## config.mk

```make
export PLATFORM = sky130hd
export DESIGN_NAME = drpl_top
export DESIGN_NICKNAME = d
export VERILOG_FILES = /design/src/drpl_pkg.sv /design/src/drpl_interval_timer.sv /design/src/drpl_top.sv
export SDC_FILE = /design/constraint.sdc
export NUM_CORES = 1
export LEC_CHECK = 0
export BUFFER_PORTS_ARGS = -buffer_cell sky130_fd_sc_hd__buf_2
export CAP_MARGIN = 0
export CORE_AREA = 2 2 168 170
export CTS_CLUSTER_SIZE = 10
export DETAILED_ROUTE_END_ITERATION = 10
export DIE_AREA = 0 0 170 172
export GPL_TIMING_DRIVEN = 0
export HOLD_SLACK_MARGIN = 0.15
export PLACE_DENSITY = 0.62
export RECOVER_POWER = 100
export SYNTH_ARGS = -nofsm -noshare
export SYNTH_HDL_FRONTEND = slang
export SYNTH_HIERARCHICAL = 1
export SYNTH_SLANG_ARGS = --single-unit
```

## constraint.sdc

```tcl
create_clock -name clk -period 31 [get_ports clk]
set_input_delay 1.55 -clock clk [delete_from_list [all_inputs] [get_ports clk]]
set_output_delay 1.55 -clock clk [all_outputs]
set_load 0.1 [all_outputs]
```

## src/drpl_pkg.sv

```systemverilog
// Package: constants and carrier types for the refresh postponement limiter
package drpl_pkg;

  localparam int unsigned DRPL_CLK_HZ = 20_000_000;
  localparam int unsigned DRPL_THR_W = 5;
  localparam int unsigned DRPL_CNT_W = 6;
  localparam int unsigned DRPL_RATIO_W = 4;
  localparam int unsigned DRPL_RATIO_RESCALE = 7;
  // Refresh interval, in ns, and derived cycles (rounded down)
  localparam int unsigned DRPL_TREFI_NS = 3_900;
  localparam int unsigned DRPL_TREFI_CYC = (DRPL_TREFI_NS * (DRPL_CLK_HZ / 1_000_000)) / 1_000;
  localparam int unsigned DRPL_TMR_W = 16;
  localparam logic [DRPL_THR_W-1:0] DRPL_HIGH_RST = 5'h0_013;
  localparam logic [DRPL_THR_W-1:0] DRPL_NORM_RST = 5'h0_012;
  localparam logic [DRPL_THR_W-1:0] DRPL_PBC_RST = 5'h0_011;
  localparam logic [DRPL_THR_W-1:0] DRPL_MAXI_RST = 5'h0_008;

  typedef struct packed {
    logic [DRPL_THR_W-1:0] high_limit;
    logic [DRPL_THR_W-1:0] normal_limit;
    logic [DRPL_THR_W-1:0] per_bank_continuous_limit;
    logic [DRPL_THR_W-1:0] refresh_cmds_max_per_interval;
  } drpl_thr_type;

  typedef struct packed {
    logic urgent;
    logic force_refresh;
    logic per_bank_continuous;
  } drpl_stat_type;

  typedef enum logic [1:0] {
    DRPL_ST_CONFIG = 2'b00,
    DRPL_ST_INIT = 2'b01,
    DRPL_ST_MISSION = 2'b10
  } drpl_state_type;

endpackage

```

## src/drpl_interval_timer.sv

```systemverilog
// Refresh interval timer, reloadable on a frequency switch
`timescale 1ns/1ps
module drpl_interval_timer
  import drpl_pkg::*;
#(
  parameter int unsigned PERIOD = DRPL_TREFI_CYC
) (
  input wire logic clk,
  input wire logic rst_n,
  input wire logic run,
  input wire logic reload,
  input wire logic [DRPL_TMR_W-1:0] reload_value,
  output logic tick
);

  localparam logic [DRPL_TMR_W-1:0] LAST = DRPL_TMR_W'(PERIOD - 1);

  logic [DRPL_TMR_W-1:0] count_reg;
  logic [DRPL_TMR_W-1:0] count_next;
  logic [DRPL_TMR_W-1:0] last_reg;
  logic [DRPL_TMR_W-1:0] last_next;
  logic tick_reg;
  logic tick_next;

  always_comb begin
    count_next = count_reg;
    last_next = last_reg;
    tick_next = 1'b0;
    if (reload) begin
      // Every later window keeps the scaled length, not only the current one
      count_next = reload_value;
      last_next = reload_value;
    end else if (run) begin
      if (count_reg == '0) begin
        count_next = last_reg;
        tick_next = 1'b1;
      end else begin
        count_next = count_reg - 1'b1;
      end
    end
  end

  always_ff @(posedge clk or negedge rst_n) begin
    if (!rst_n) begin
      count_reg <= LAST;
      last_reg <= LAST;
      tick_reg <= 1'b0;
    end else begin
      count_reg <= count_next;
      last_reg <= last_next;
      tick_reg <= tick_next;
    end
  end

  assign tick = tick_reg;

endmodule

```

## src/drpl_top.sv

```systemverilog
// Refresh postponement limiter: deferred-refresh backlog and urgency control
// Notes on behaviour
// RULE1 - Never defer more refreshes than allowed, also right after a down-switch.
// RULE2 - On a down-switch, reload the rolling window counters scaled to the new clock.
// RULE3 - Dynamic switch enable at zero blocks all frequency switches.
// RULE4 - Thresholds programmed before init; frozen once init completes.
// RULE5 - Host programs each threshold at the lowest value of all planned switches.
// RULE6 - Ratio at least 7, per-bank on: high 19, normal 18, continuous 17.
// RULE7 - Ratio at least 7, per-bank off: high 18, normal 17.
// RULE8 - Ratio below 7: high 21; continuous limit below normal when per-bank on.
// RULE9 - Normal limit always strictly below the high limit.
// RULE10 - Host sets maximum refresh commands per interval to 8.
// RULE11 - Continuous limit ignored while per-bank refresh is disabled.
// RULE12 - Urgent at normal limit; forced refresh ahead of traffic at high limit.
`timescale 1ns/1ps
module drpl_top
  import drpl_pkg::*;
#(
  parameter int unsigned TREFI_CYCLES = DRPL_TREFI_CYC
) (
  input wire logic clk,
  input wire logic rst_n,
  input wire logic dynamic_freq_switch_enable,
  input wire logic per_bank_refresh_enable,
  input wire drpl_thr_type thr_in,
  input wire logic init_start,
  input wire logic freq_switch_req,
  input wire logic [DRPL_RATIO_W-1:0] freq_ratio,
  input wire logic refresh_issued,
  output drpl_stat_type status,
  output logic init_done,
  output logic freq_switch_ack,
  output logic [DRPL_CNT_W-1:0] backlog,
  output logic [DRPL_THR_W-1:0] issued_in_interval
);

  // ------------------------------------------------------------
  // Threshold capture and init sequencing
  // ------------------------------------------------------------
  drpl_state_type state_reg;
  drpl_state_type state_next;
  drpl_thr_type thr_reg;
  drpl_thr_type thr_next;
  logic init_done_reg;
  logic init_done_next;

  always_comb begin
    state_next = state_reg;
    thr_next = thr_reg;
    init_done_next = init_done_reg;
    unique case (state_reg)
      DRPL_ST_CONFIG: begin
        thr_next = thr_in;
        if (init_start) begin
          state_next = DRPL_ST_INIT;
        end
      end
      DRPL_ST_INIT: begin
        // Capture already closed in CONFIG on the init_start cycle; later writes have no effect
        state_next = DRPL_ST_MISSION; // RULE4
        init_done_next = 1'b1;
      end
      DRPL_ST_MISSION: begin
        thr_next = thr_reg; // RULE4
      end
      default: begin
        state_next = DRPL_ST_CONFIG;
      end
    endcase
  end

  always_ff @(posedge clk or negedge rst_n) begin
    if (!rst_n) begin
      state_reg <= DRPL_ST_CONFIG;
      thr_reg <= '{DRPL_HIGH_RST, DRPL_NORM_RST, DRPL_PBC_RST, DRPL_MAXI_RST};
      init_done_reg <= 1'b0;
    end else begin
      state_reg <= state_next;
      thr_reg <= thr_next;
      init_done_reg <= init_done_next;
    end
  end

  // ------------------------------------------------------------
  // Frequency switch handling
  // ------------------------------------------------------------
  logic switch_go;
  logic down_switch;
  logic ack_reg;
  logic ack_next;
  logic [DRPL_TMR_W-1:0] reload_value;
  logic [DRPL_TMR_W-1:0] period_reg;
  logic [DRPL_TMR_W-1:0] period_next;
  logic [DRPL_TMR_W-1:0] scaled;
  logic tick;

  // Switch only honoured in mission mode with switching enabled
  assign switch_go = freq_switch_req && dynamic_freq_switch_enable && init_done_reg; // RULE3
  assign down_switch = switch_go && (freq_ratio > DRPL_RATIO_W'(1));

  // Window length in cycles of the present clock; a chain of
  // down-switches divides the current length, not the base one
  always_comb begin
    scaled = period_reg / DRPL_TMR_W'(freq_ratio);
    period_next = period_reg;
    if (down_switch) begin
      // Never below one cycle, or reload_value would wrap to the full 16-bit count
      if (scaled == '0) begin
        period_next = DRPL_TMR_W'(1);
      end else begin
        period_next = scaled; // RULE2
      end
    end
  end

  always_ff @(posedge clk or negedge rst_n) begin
    if (!rst_n) begin
      period_reg <= DRPL_TMR_W'(TREFI_CYCLES);
    end else begin
      period_reg <= period_next;
    end
  end

  assign reload_value = period_next - 1'b1; // RULE2

  always_comb begin
    ack_next = switch_go;
  end

  always_ff @(posedge clk or negedge rst_n) begin
    if (!rst_n) begin
      ack_reg <= 1'b0;
    end else begin
      ack_reg <= ack_next;
    end
  end

  drpl_interval_timer #(
    .PERIOD(TREFI_CYCLES)
  ) u_timer (
    .clk(clk),
    .rst_n(rst_n),
    .run(init_done_reg),
    .reload(down_switch),
    .reload_value(reload_value),
    .tick(tick)
  );

  // ------------------------------------------------------------
  // Backlog and per-interval issue count
  // ------------------------------------------------------------
  logic [DRPL_CNT_W-1:0] backlog_reg;
  logic [DRPL_CNT_W-1:0] backlog_next;
  logic [DRPL_THR_W-1:0] issued_reg;
  logic [DRPL_THR_W-1:0] issued_next;
  logic [DRPL_CNT_W-1:0] high_w;
  logic [DRPL_CNT_W-1:0] norm_w;
  logic [DRPL_CNT_W-1:0] pbc_w;
  logic take;

  assign high_w = DRPL_CNT_W'(thr_reg.high_limit);
  assign norm_w = DRPL_CNT_W'(thr_reg.normal_limit);
  assign pbc_w = DRPL_CNT_W'(thr_reg.per_bank_continuous_limit);
  // Extra issues per interval capped, else the backlog could be drained by bursts
  assign take = refresh_issued && (backlog_reg != '0) &&
    (issued_reg < thr_reg.refresh_cmds_max_per_interval);

  always_comb begin
    backlog_next = backlog_reg;
    issued_next = issued_reg;
    if (take) begin
      issued_next = issued_reg + 1'b1;
    end
    if (tick) begin
      issued_next = '0;
    end
    if (down_switch) begin
      // Reloaded window starts fresh; backlog kept so no deferral is forgotten
      issued_next = '0; // RULE1
    end
    if (tick && !take) begin
      // Saturate at the high limit; forced refresh keeps it there
      if (backlog_reg < high_w) begin
        backlog_next = backlog_reg + 1'b1; // RULE1
      end
    end else if (take && !tick) begin
      backlog_next = backlog_reg - 1'b1;
    end
  end

  always_ff @(posedge clk or negedge rst_n) begin
    if (!rst_n) begin
      backlog_reg <= '0;
      issued_reg <= '0;
    end else begin
      backlog_reg <= backlog_next;
      issued_reg <= issued_next;
    end
  end

  // ------------------------------------------------------------
  // Urgency outputs
  // ------------------------------------------------------------
  drpl_stat_type stat_reg;
  drpl_stat_type stat_next;

  always_comb begin
    stat_next.urgent = (backlog_next >= norm_w); // RULE12
    stat_next.force_refresh = (backlog_next >= high_w); // RULE12
    stat_next.per_bank_continuous = per_bank_refresh_enable && (backlog_next >= pbc_w); // RULE11
  end

  always_ff @(posedge clk or negedge rst_n) begin
    if (!rst_n) begin
      stat_reg <= '0;
    end else begin
      stat_reg <= stat_next;
    end
  end

  assign status = stat_reg;
  assign init_done = init_done_reg;
  assign freq_switch_ack = ack_reg;
  assign backlog = backlog_reg;
  assign issued_in_interval = issued_reg;

endmodule

```

Yosys cells after proc, flatten, opt, wreduce, memory -nomap -nowiden

Cells that the tools add are included.
Widths: inputs -> output; s select.

Divide/modulo/power cells: 1
Add/subtract/negate cells: 5
Reduce and logical (&&, ||, !) cells: 17
Magnitude comparators: 6
Mux-type cells: 16
Bitwise operators: 1
Equality and inequality tests: 3

Operator list:

| cell                  | count |
|---|---|
| $mux 16               | 5 |
| $logic_not 16->1      | 2 |
| $sub 16x1->16 const B | 2 |
| $ge 6x5->1            | 3 |
| $mux 6                | 3 |
| $div 16x4->16         | 1 |
| $mux 5                | 3 |
| $logic_and 1x1->1     | 8 |
| $add 6x1->6 const B   | 1 |
| $lt 6x5->1            | 1 |
| $pmux 2 s3            | 1 |
| $reduce_bool 6->1     | 1 |
| $sub 6x1->6 const B   | 1 |
| $add 5x1->5 const B   | 1 |
| $lt 5x5->1            | 1 |
| $gt 4x1->1 const B    | 1 |
| $mux 1                | 3 |
| $reduce_bool 3->1     | 1 |
| $eq 2x1->1 const B    | 1 |
| $eq 2x2->1 const B    | 1 |
| $logic_not 1->1       | 2 |
| $logic_not 2->1       | 1 |
| $mux 2                | 1 |
| $ne 2x2->1 const B    | 1 |
| other kinds (3)       | 3 |

Logic and storage cells: 65
Register bits after elaboration: 87

Depth between registers and ports, before layout

Gate-level depths: netlist (run 1).

Depth in word-level cells: 8
Depth in mapped cells: 149
Gate-level depth less buffers: 141

Hierarchy

Netlist (run 1), hierarchy kept.

Modules (own cells, without submodules):

| module              | area an instance (µm²) | cells each | times used | seq. area each (µm²) |
|---|---|---|---|---|
| drpl_top            | 7677.4                 | 960        | 1          | 1366.3 |
| drpl_interval_timer | 1811.7                 | 187        | 1          | 835.8 |

Least setup slack after synthesis (run 1)

No wires, ideal clock.

Path type: input -> register
Start: input freq_ratio[0]
End: register u_timer.count_reg[10]
Required time: 30923 ps
Setup time: 77 ps
Path buffers: 8
Stages: 140
Path slack: 1404 ps
Arrival: 29518 ps
Cells stage by stage: inv_1 > ha_1 > nor4b_1 > a2bb2oi_1 > ha_1 > nor2_1 > or3_4 > mux2_4 > ha_1 > a21oi_1 > a21o_1 > mux2i_1 > inv_1 > ha_1 > o21ai_0 > a211oi_1 > mux2_1 > ha_1 > [... 104 more ...] > ha_1 > a21oi_1 > nor2b_1 > o21ai_0 > o211ai_1 > and3b_1 > o2111a_1 > o22ai_2 > a211oi_1 > ha_1 > nand2_1 > nor2_1 > nand3b_1 > xnor2_1 > nand2_1 > a21oi_1 > a21oi_1 > a21oi_1

Word-level cells in the longest chain between the ends: 6
Elaborated cells on any way between the ends: 9

RTL lines:

| what                 | line                      | source |
|---|---|---|
| start, declared      | drpl_top.sv:28            | `input wire logic [DRPL_RATIO_W-1:0] freq_ratio,` |
| $div 16x4->16        | drpl_top.sv:104           | `scaled = period_reg / DRPL_TMR_W'(freq_ratio);` |
| $logic_not 16->1     | drpl_top.sv:108           | `if (scaled == '0) begin` |
| $mux 16              | drpl_top.sv:108           |  |
| $mux 16 *            | drpl_top.sv:106           | `if (down_switch) begin` |
| $sub 16x1->16 *      | drpl_top.sv:124           | `assign reload_value = period_next - 1'b1;` |
| net reload_value[10] | drpl_top.sv:91            | `logic [DRPL_TMR_W-1:0] reload_value;` |
| $mux 16 *            | drpl_interval_timer.sv:29 | `if (reload) begin` |
| end signal, assigned | drpl_interval_timer.sv:49 | `count_reg <= count_next;` |
| end, declared        | drpl_interval_timer.sv:18 | `logic [DRPL_TMR_W-1:0] count_reg;` |

Mark *: on every way through the listed nets, which the timed path passes. The rest lies on a longest branch.
A chain may end at the register's enable or synchronous reset.

Worst setup path in the final report (run 1)

Ends and elaborated chain as after synthesis.

==> results.sh, run 1 <==
export IMPL_status="finished, violations left"
export IMPL_violations="max-capacitance violations, max-slew violations"
export IMPL_syn_nets=1267
export IMPL_cts_root_buf="clkbuf_16"
export IMPL_io_pin_count=47
export IMPL_yosysTopAreaCellShare_pct=17.7
export IMPL_fill_cells=2827
export IMPL_place_inst=1540
export IMPL_num_vias=8928
export IMPL_port_buffers=46
export IMPL_ff2ff_setup_slack_ns=2.71
export IMPL_rows=61
export IMPL_ff2ff_path_depth=144
export IMPL_place_congestion=0.851
export IMPL_tightest_slew_ns=3.22
export IMPL_syn_area_um2=9490
export IMPL_crit_family="compound AO/OA/AOI/OAI gates"
export IMPL_ys_warn_count=6
export IMPL_worst_endpoint_arrival_ns=29.65
export IMPL_drive_above_1_share_pct=18.8
export IMPL_cp_max_fo=11
export IMPL_cts_sinks=87
export IMPL_grt_use_total_pct=17.2
export IMPL_postCtsHoldBufs=0
export IMPL_chipHeight_um=172
export IMPL_cap_viol_max_count=1
export IMPL_fin_crit_sh_pct=94.8
export IMPL_maxSlewHeadroom_pct=-115
export IMPL_finalClockSkew_ns=0.00524
export IMPL_fin_crit_ns=29.37
export IMPL_setup_viol=0
export IMPL_worst_setup_path_end_kind="flop"
export IMPL_path_buf_inv=13
export IMPL_drtIter0Drc=437
export IMPL_instances_no_fill=1596
export IMPL_start_util_pct=34.5
export IMPL_cts_buffers=9
export IMPL_grt_pass1_wl_um=41900
export IMPL_vias_per_cell=5.59
export IMPL_fmax_ghz=0.0340
export IMPL_async_reset_ff_share_pct=100
export IMPL_core_um2=27500
export IMPL_clockBufferDepth=2
export IMPL_placed_area_um2=10200
export IMPL_overflow=0
export IMPL_grt_pass1_vias=8456
export IMPL_finalInstanceArea_um2=11000
export IMPL_finalHoldViolCount=0
export IMPL_multi_input_area_um2=7140
export IMPL_synth_largest_area_cell="dfrtp_1"
export IMPL_hold_class="reg -> reg"
export IMPL_synth_top_flop_cell="dfrtp_1"
export IMPL_synth_area_per_cell_um2=8.27
export IMPL_yosysUniqueCellTypes=100
export IMPL_crit_path_max_incr_delay_ns=0.41
export IMPL_seqCellArea_um2=2200
export IMPL_path_clk_slew_ns=0.06
export IMPL_grt_antenna_before_repair=3
export IMPL_synth_edf_count=0
export IMPL_ys_seq_elements=87
export IMPL_seq_area_frac_synth_pct=23.2
export IMPL_drc=0
export IMPL_htree_levels=3
export IMPL_area_delta_synth_final_pct=16.3
export IMPL_synth_cells=1147
export IMPL_dp_hpwl_um=18900
export IMPL_grt_max_degree=62
export IMPL_final_core_util_pct=40.2
export IMPL_cp_required_ns=31.27
export IMPL_die_area_um2=29200
export IMPL_slowest_stage="mux2_2"
export IMPL_drtPass1Iterations=7
export IMPL_maxSlewViolCount=62
export IMPL_totalWireLength_um=25100
export IMPL_critPathLaunchType="input port"
export IMPL_worstSetupPathType="in -> reg"
export IMPL_die_x_um=170
export IMPL_insertion_delay_ns=0.35
export IMPL_ant_nets=0
export IMPL_synthTopCellsByArea="dfrtp_1 18%, ha_1 12%, dfstp_2 5.5%"
export IMPL_cts_tree="built"
export IMPL_cp_depth=146
export IMPL_routedWlPerCell_um=15.7
export IMPL_nets=1362
export IMPL_whs_path_depth=2
==> logic make-up (layout without fill, tap and decap cells) <==
group / Yosys count / count (layout) / share of synthesized area (%)
muxes: 63 / 63 / 7.42
and+or+nand+nor: 389 / 389 / 21.5
buffers and inverters: 107 / 207 / 4.59
adders and majority gates: 90 / 90 / 11.8
AOI/OAI and AO/OA: 346 / 346 / 25.4
other: 0 / 3 / 0
xor gates and xnor gates: 65 / 65 / 6.00
DFF: 87 / 87 / 23.2
==> cell usage after synthesis (5+ instances only) <==
library cell and count:
a2111o_1 5, a211o_1 9, a211oi_1 9, a21o_1 15
a21oi_1 66, a221o_1 8, a221oi_1 5, a22oi_1 6
a31oi_1 12, and2_1 10, buf_2 6, clkbuf_1 33
dfrtp_1 67, dfstp_2 20, ha_1 89, inv_1 61
mux2_2 29, mux2i_1 27, nand2_1 92, nand2b_1 23
nand3_1 21, nand4_1 10, nor2_1 95, nor2b_1 14
nor3_1 47, nor4_1 8, nor4b_1 5, o211ai_1 11
o21a_1 31, o21ai_0 75, o21ai_1 20, o221ai_1 5
o31ai_1 7, or2_2 12, or3_1 12, xnor2_1 38
xor2_1 27
==> cells in the final DEF (no fill, tap or decap), drive strengths merged, types with 14 or more instances in the layout <==
cell type and n:
dfstp 20, nand2 92, nand2b 23, a21o 15
mux2i 29, or2 14, ha 89, xnor2 38
nor2 95, dfrtp 67, clkbuf 60, a21oi 68
nor3 47, o21ai 95, inv 61, xor2 27
o21a 31, mux2 34, nand3 21, nor2b 14
buf 81
==> cell type report <==
type | count | area share [%]
flip-flops and latches | 87 | 19.9
clock inverters | 4 | 0.635
repair buffers | 87 | 4.65
multi-input cells | 953 | 64.7
plain buffers | 42 | 1.75
well taps | 346 | 3.92
diodes | 3 | 0.0680
inverters | 62 | 2.14
clock buffers | 12 | 2.23
==> layer usage <==
metal  track usage, %  vias to the layer above  share of wire (%)
met5                0                        -                  0
met4             3.57                        0                1.1
met3             2.77                       24                3.9
met2             29.7                      183                 48
met1             22.8                     4259                 47
li1                 -                     4462                  -
==> through the flow <==
step | TNS [ns] | hold WS (ns) | worst slack [ns]
5_1_grt | -0.603 | 0.492 | -0.271
2_1_floorplan | 0 | 0.439 | 1.40
3_5_place_dp | -116.72 | 0.452 | -4.38
3_3_place_gp | -103.65 | 0.450 | -4.03
6_report | 0 | 0.458 | 1.63
4_1_cts | 0 | 0.464 | 0.115
==> worst register-to-register path: cells and delay by family (launching register included) <==
family | cells | cell delay (ns)
muxes | 6 | 1.73
and+or+nand+nor | 50 | 9.32
adders and majority gates | 17 | 4.99
DFF | 1 | 0.43
AOI/OAI and AO/OA | 59 | 9.79
xor gates and xnor gates | 1 | 0.28
buffers and inverters | 11 | 1.63
==> timing repair <==
| item | 4_1_cts | 5_1_grt |
|---|---|---|
| gates resized for setup | 21 | 49 |
| setup endpoints to repair | 34 | 33 |
| pin swaps | 3 | 13 |
| buffers inserted | 8 | 32 |
==> worst paths after layout <==
path / start / to
worst max-delay path: freq_ratio[0] / u_timer/count_reg[10]$_DFFE_PN0P_
max in group asynchronous: rst_n / period_reg[12]$_DFF_PN0_
worst min-delay path: u_timer/last_reg[0]$_DFFE_PN1P_ / u_timer/last_reg[0]$_DFFE_PN1P_
worst max register to register: period_reg[15]$_DFF_PN0_ / u_timer/count_reg[10]$_DFFE_PN0P_
min in group asynchronous: rst_n / status[0]$_DFF_PN0_
worst min register to register: u_timer/last_reg[0]$_DFFE_PN1P_ / u_timer/last_reg[0]$_DFFE_PN1P_
Power of run 1 is not shown: default switching activity piles up to over one toggle a cycle in this logic, so the estimate is an artifact.
==> inputs of run 2 (changes only) <==
==> constraint.sdc (replaced) <==
create_clock -name clk -period 31 [get_ports clk]
set_input_delay 6.2 -clock clk [delete_from_list [all_inputs] [get_ports clk]]
set_output_delay 6.2 -clock clk [all_outputs]
set_load 0.1 [all_outputs]
==> run 2 against run 1 <==
Against the previous run: the flow still finishes with violations (max-capacitance violations, max-slew violations); register-to-register slack better by 3.0 ns; cell area increased by 12%; hold slack better by 0.0073 ns; global-route usage rose by 0.52 points; worst setup slack worse by 1.5 ns; largest cell class unchanged.
==> results.sh, run 2 (synthesis results as in run 1) <==
export IMPL_grt_pass1_wl_um=43200
export IMPL_routedWlPerCell_um=16.0
export IMPL_ant_nets=0
export IMPL_overflow=0
export IMPL_worstSetupPathType="in -> reg"
export IMPL_grt_use_total_pct=17.7
export IMPL_cpMostUsedCell="o21a_1"
export IMPL_worst_endpoint_arrival_ns=31.10
export IMPL_dp_slack_ns=-3.87
export IMPL_die_area_um2=29200
export IMPL_mostFrequentLayoutCells="117 x buf_4, 85 x nand2_1, 75 x nor2_1, 73 x ha_1, 67 x dfrtp_1"
export IMPL_slowest_stage="or3_4"
export IMPL_status="finished, violations left"
export IMPL_start_util_pct=34.5
export IMPL_grt_setup_unrepaired="true"
export IMPL_drive_above_1_share_pct=29.6
export IMPL_critPathLaunchType="input port"
export IMPL_tightest_slew_ns=3.41
export IMPL_final_common_cell="buf_4"
export IMPL_area_delta_synth_final_pct=30.2
export IMPL_grt_max_degree=64
export IMPL_cp_max_fo=7
export IMPL_finalHoldViolCount=0
export IMPL_drtIter0Drc=548
export IMPL_rows=61
export IMPL_fin_crit_sh_pct=99.5
export IMPL_cts_sinks=87
export IMPL_maxSlewHeadroom_pct=-128
export IMPL_holdCritStartpoint="u_timer/last_reg[0]$_DFFE_PN1P_"
export IMPL_worst_slack_ns=0.166
export IMPL_setup_worst_path_start="freq_ratio[0]"
export IMPL_violations="max-capacitance violations, max-slew violations"
export IMPL_setup_viol=0
export IMPL_clockBufferDepth=2
export IMPL_fmax_ghz=0.0324
export IMPL_fin_crit_ns=30.83
export IMPL_tns_ns=0
export IMPL_maxSlewViolCount=64
export IMPL_core_um2=27500
export IMPL_grt_pass1_vias=8861
export IMPL_cts_root_buf="clkbuf_16"
export IMPL_io_pin_count=47
export IMPL_num_vias=9380
export IMPL_totalWireLength_um=26900
export IMPL_htree_levels=3
export IMPL_fill_cells=2664
export IMPL_path_clk_slew_ns=0.07
export IMPL_finalClockSkew_ns=0.0109
export IMPL_cts_tree="built"
export IMPL_reg2reg_from="period_reg[15]$_DFF_PN0_"
export IMPL_vias_per_cell=5.60
export IMPL_dp_hpwl_um=19000
export IMPL_insertion_delay_ns=0.34
export IMPL_drtPass1Iterations=5
export IMPL_nets=1442
export IMPL_drc=0
export IMPL_cap_viol_max_count=1
export IMPL_place_congestion=0.877
export IMPL_chipHeight_um=172
export IMPL_cts_buffers=9
export IMPL_die_x_um=170
export IMPL_crit_path_max_incr_delay_ns=0.45
export IMPL_grt_antenna_before_repair=0
export IMPL_port_buffers=46
export IMPL_hold_worst_slack_ns=0.465
export IMPL_worst_setup_path_end_kind="flop"
export IMPL_cp_required_ns=31.26
export IMPL_hold_class="reg -> reg"
## run 2: metal layers
layer | track usage (%) | share of wire, % | vias to the layer above
li1 | - | - | 4613
met1 | 22.8 | 46 | 4556
met2 | 31.7 | 50 | 191
met3 | 2.15 | 3.4 | 20
met4 | 4.24 | 1.0 | 0
met5 | 0 | 0 | -
## run 2: cell type report
class | count | area [µm²] | area share (%)
tap | 346 | 433 | 3.50
buffer | 40 | 208 | 1.68
inverter | 62 | 240 | 1.94
clock inverter | 6 | 68.8 | 0.557
antenna | 1 | 2.50 | 0.0203
multi-input combinational | 953 | 7810 | 63.2
timing repair buffer | 169 | 1160 | 9.40
clock buffer | 10 | 229 | 1.85
sequential | 87 | 2200 | 17.8
## run 2: what timing repair did
action | CTS | global route
hold buffers | 0 | 0
cloned | 0 | 0
buffers inserted | 68 | 56
gates resized for setup | 49 | 66
endpoints found under the hold margin | 0 | 0
pin swaps | 61 | 100
endpoints found under the setup margin | 34 | 33
## run 2: worst max-delay path: cells and delay by family
kind / cells / cell delay (ns)
buffers and inverters: 13 / 1.63
adders and majority gates: 17 / 4.45
xor gates and xnor gates: 1 / 0.30
AOI/OAI and AO/OA: 59 / 9.68
muxes: 4 / 0.95
and+or+nand+nor: 44 / 7.81
## run 2: through the flow
| step | utilization, % | instances | area, µm² |
|---|---|---|---|
| floorplan | - | 1147 | 9980 |
| CTS | 42.6 | 1623 | 11700 |
| finish | 45.0 | 1674 | 12400 |
| global placement | 38.7 | 1539 | 10600 |
| detailed placement | 38.8 | 1540 | 10700 |
| global route | 45.0 | 1673 | 12400 |
## run 2: path summary, 6_finish.rpt
kind | to | slack (ns) | cells past startpoint
max | u_timer/count_reg[10]$_DFFE_PN0P_ | 0.17 | 138
min | u_timer/last_reg[0]$_DFFE_PN1P_ | 0.47 | 2
max reg2reg | u_timer/count_reg[10]$_DFFE_PN0P_ | 5.71 | 136
min reg2reg | u_timer/last_reg[0]$_DFFE_PN1P_ | 0.47 | 2
max in group asynchronous | pbc_w[3]$_DFFE_PN0N_ | 21.01 | 2
min in group asynchronous | u_timer/last_reg[1]$_DFFE_PN0P_ | 6.13 | 1
Power of run 2 is left out for the same reason.
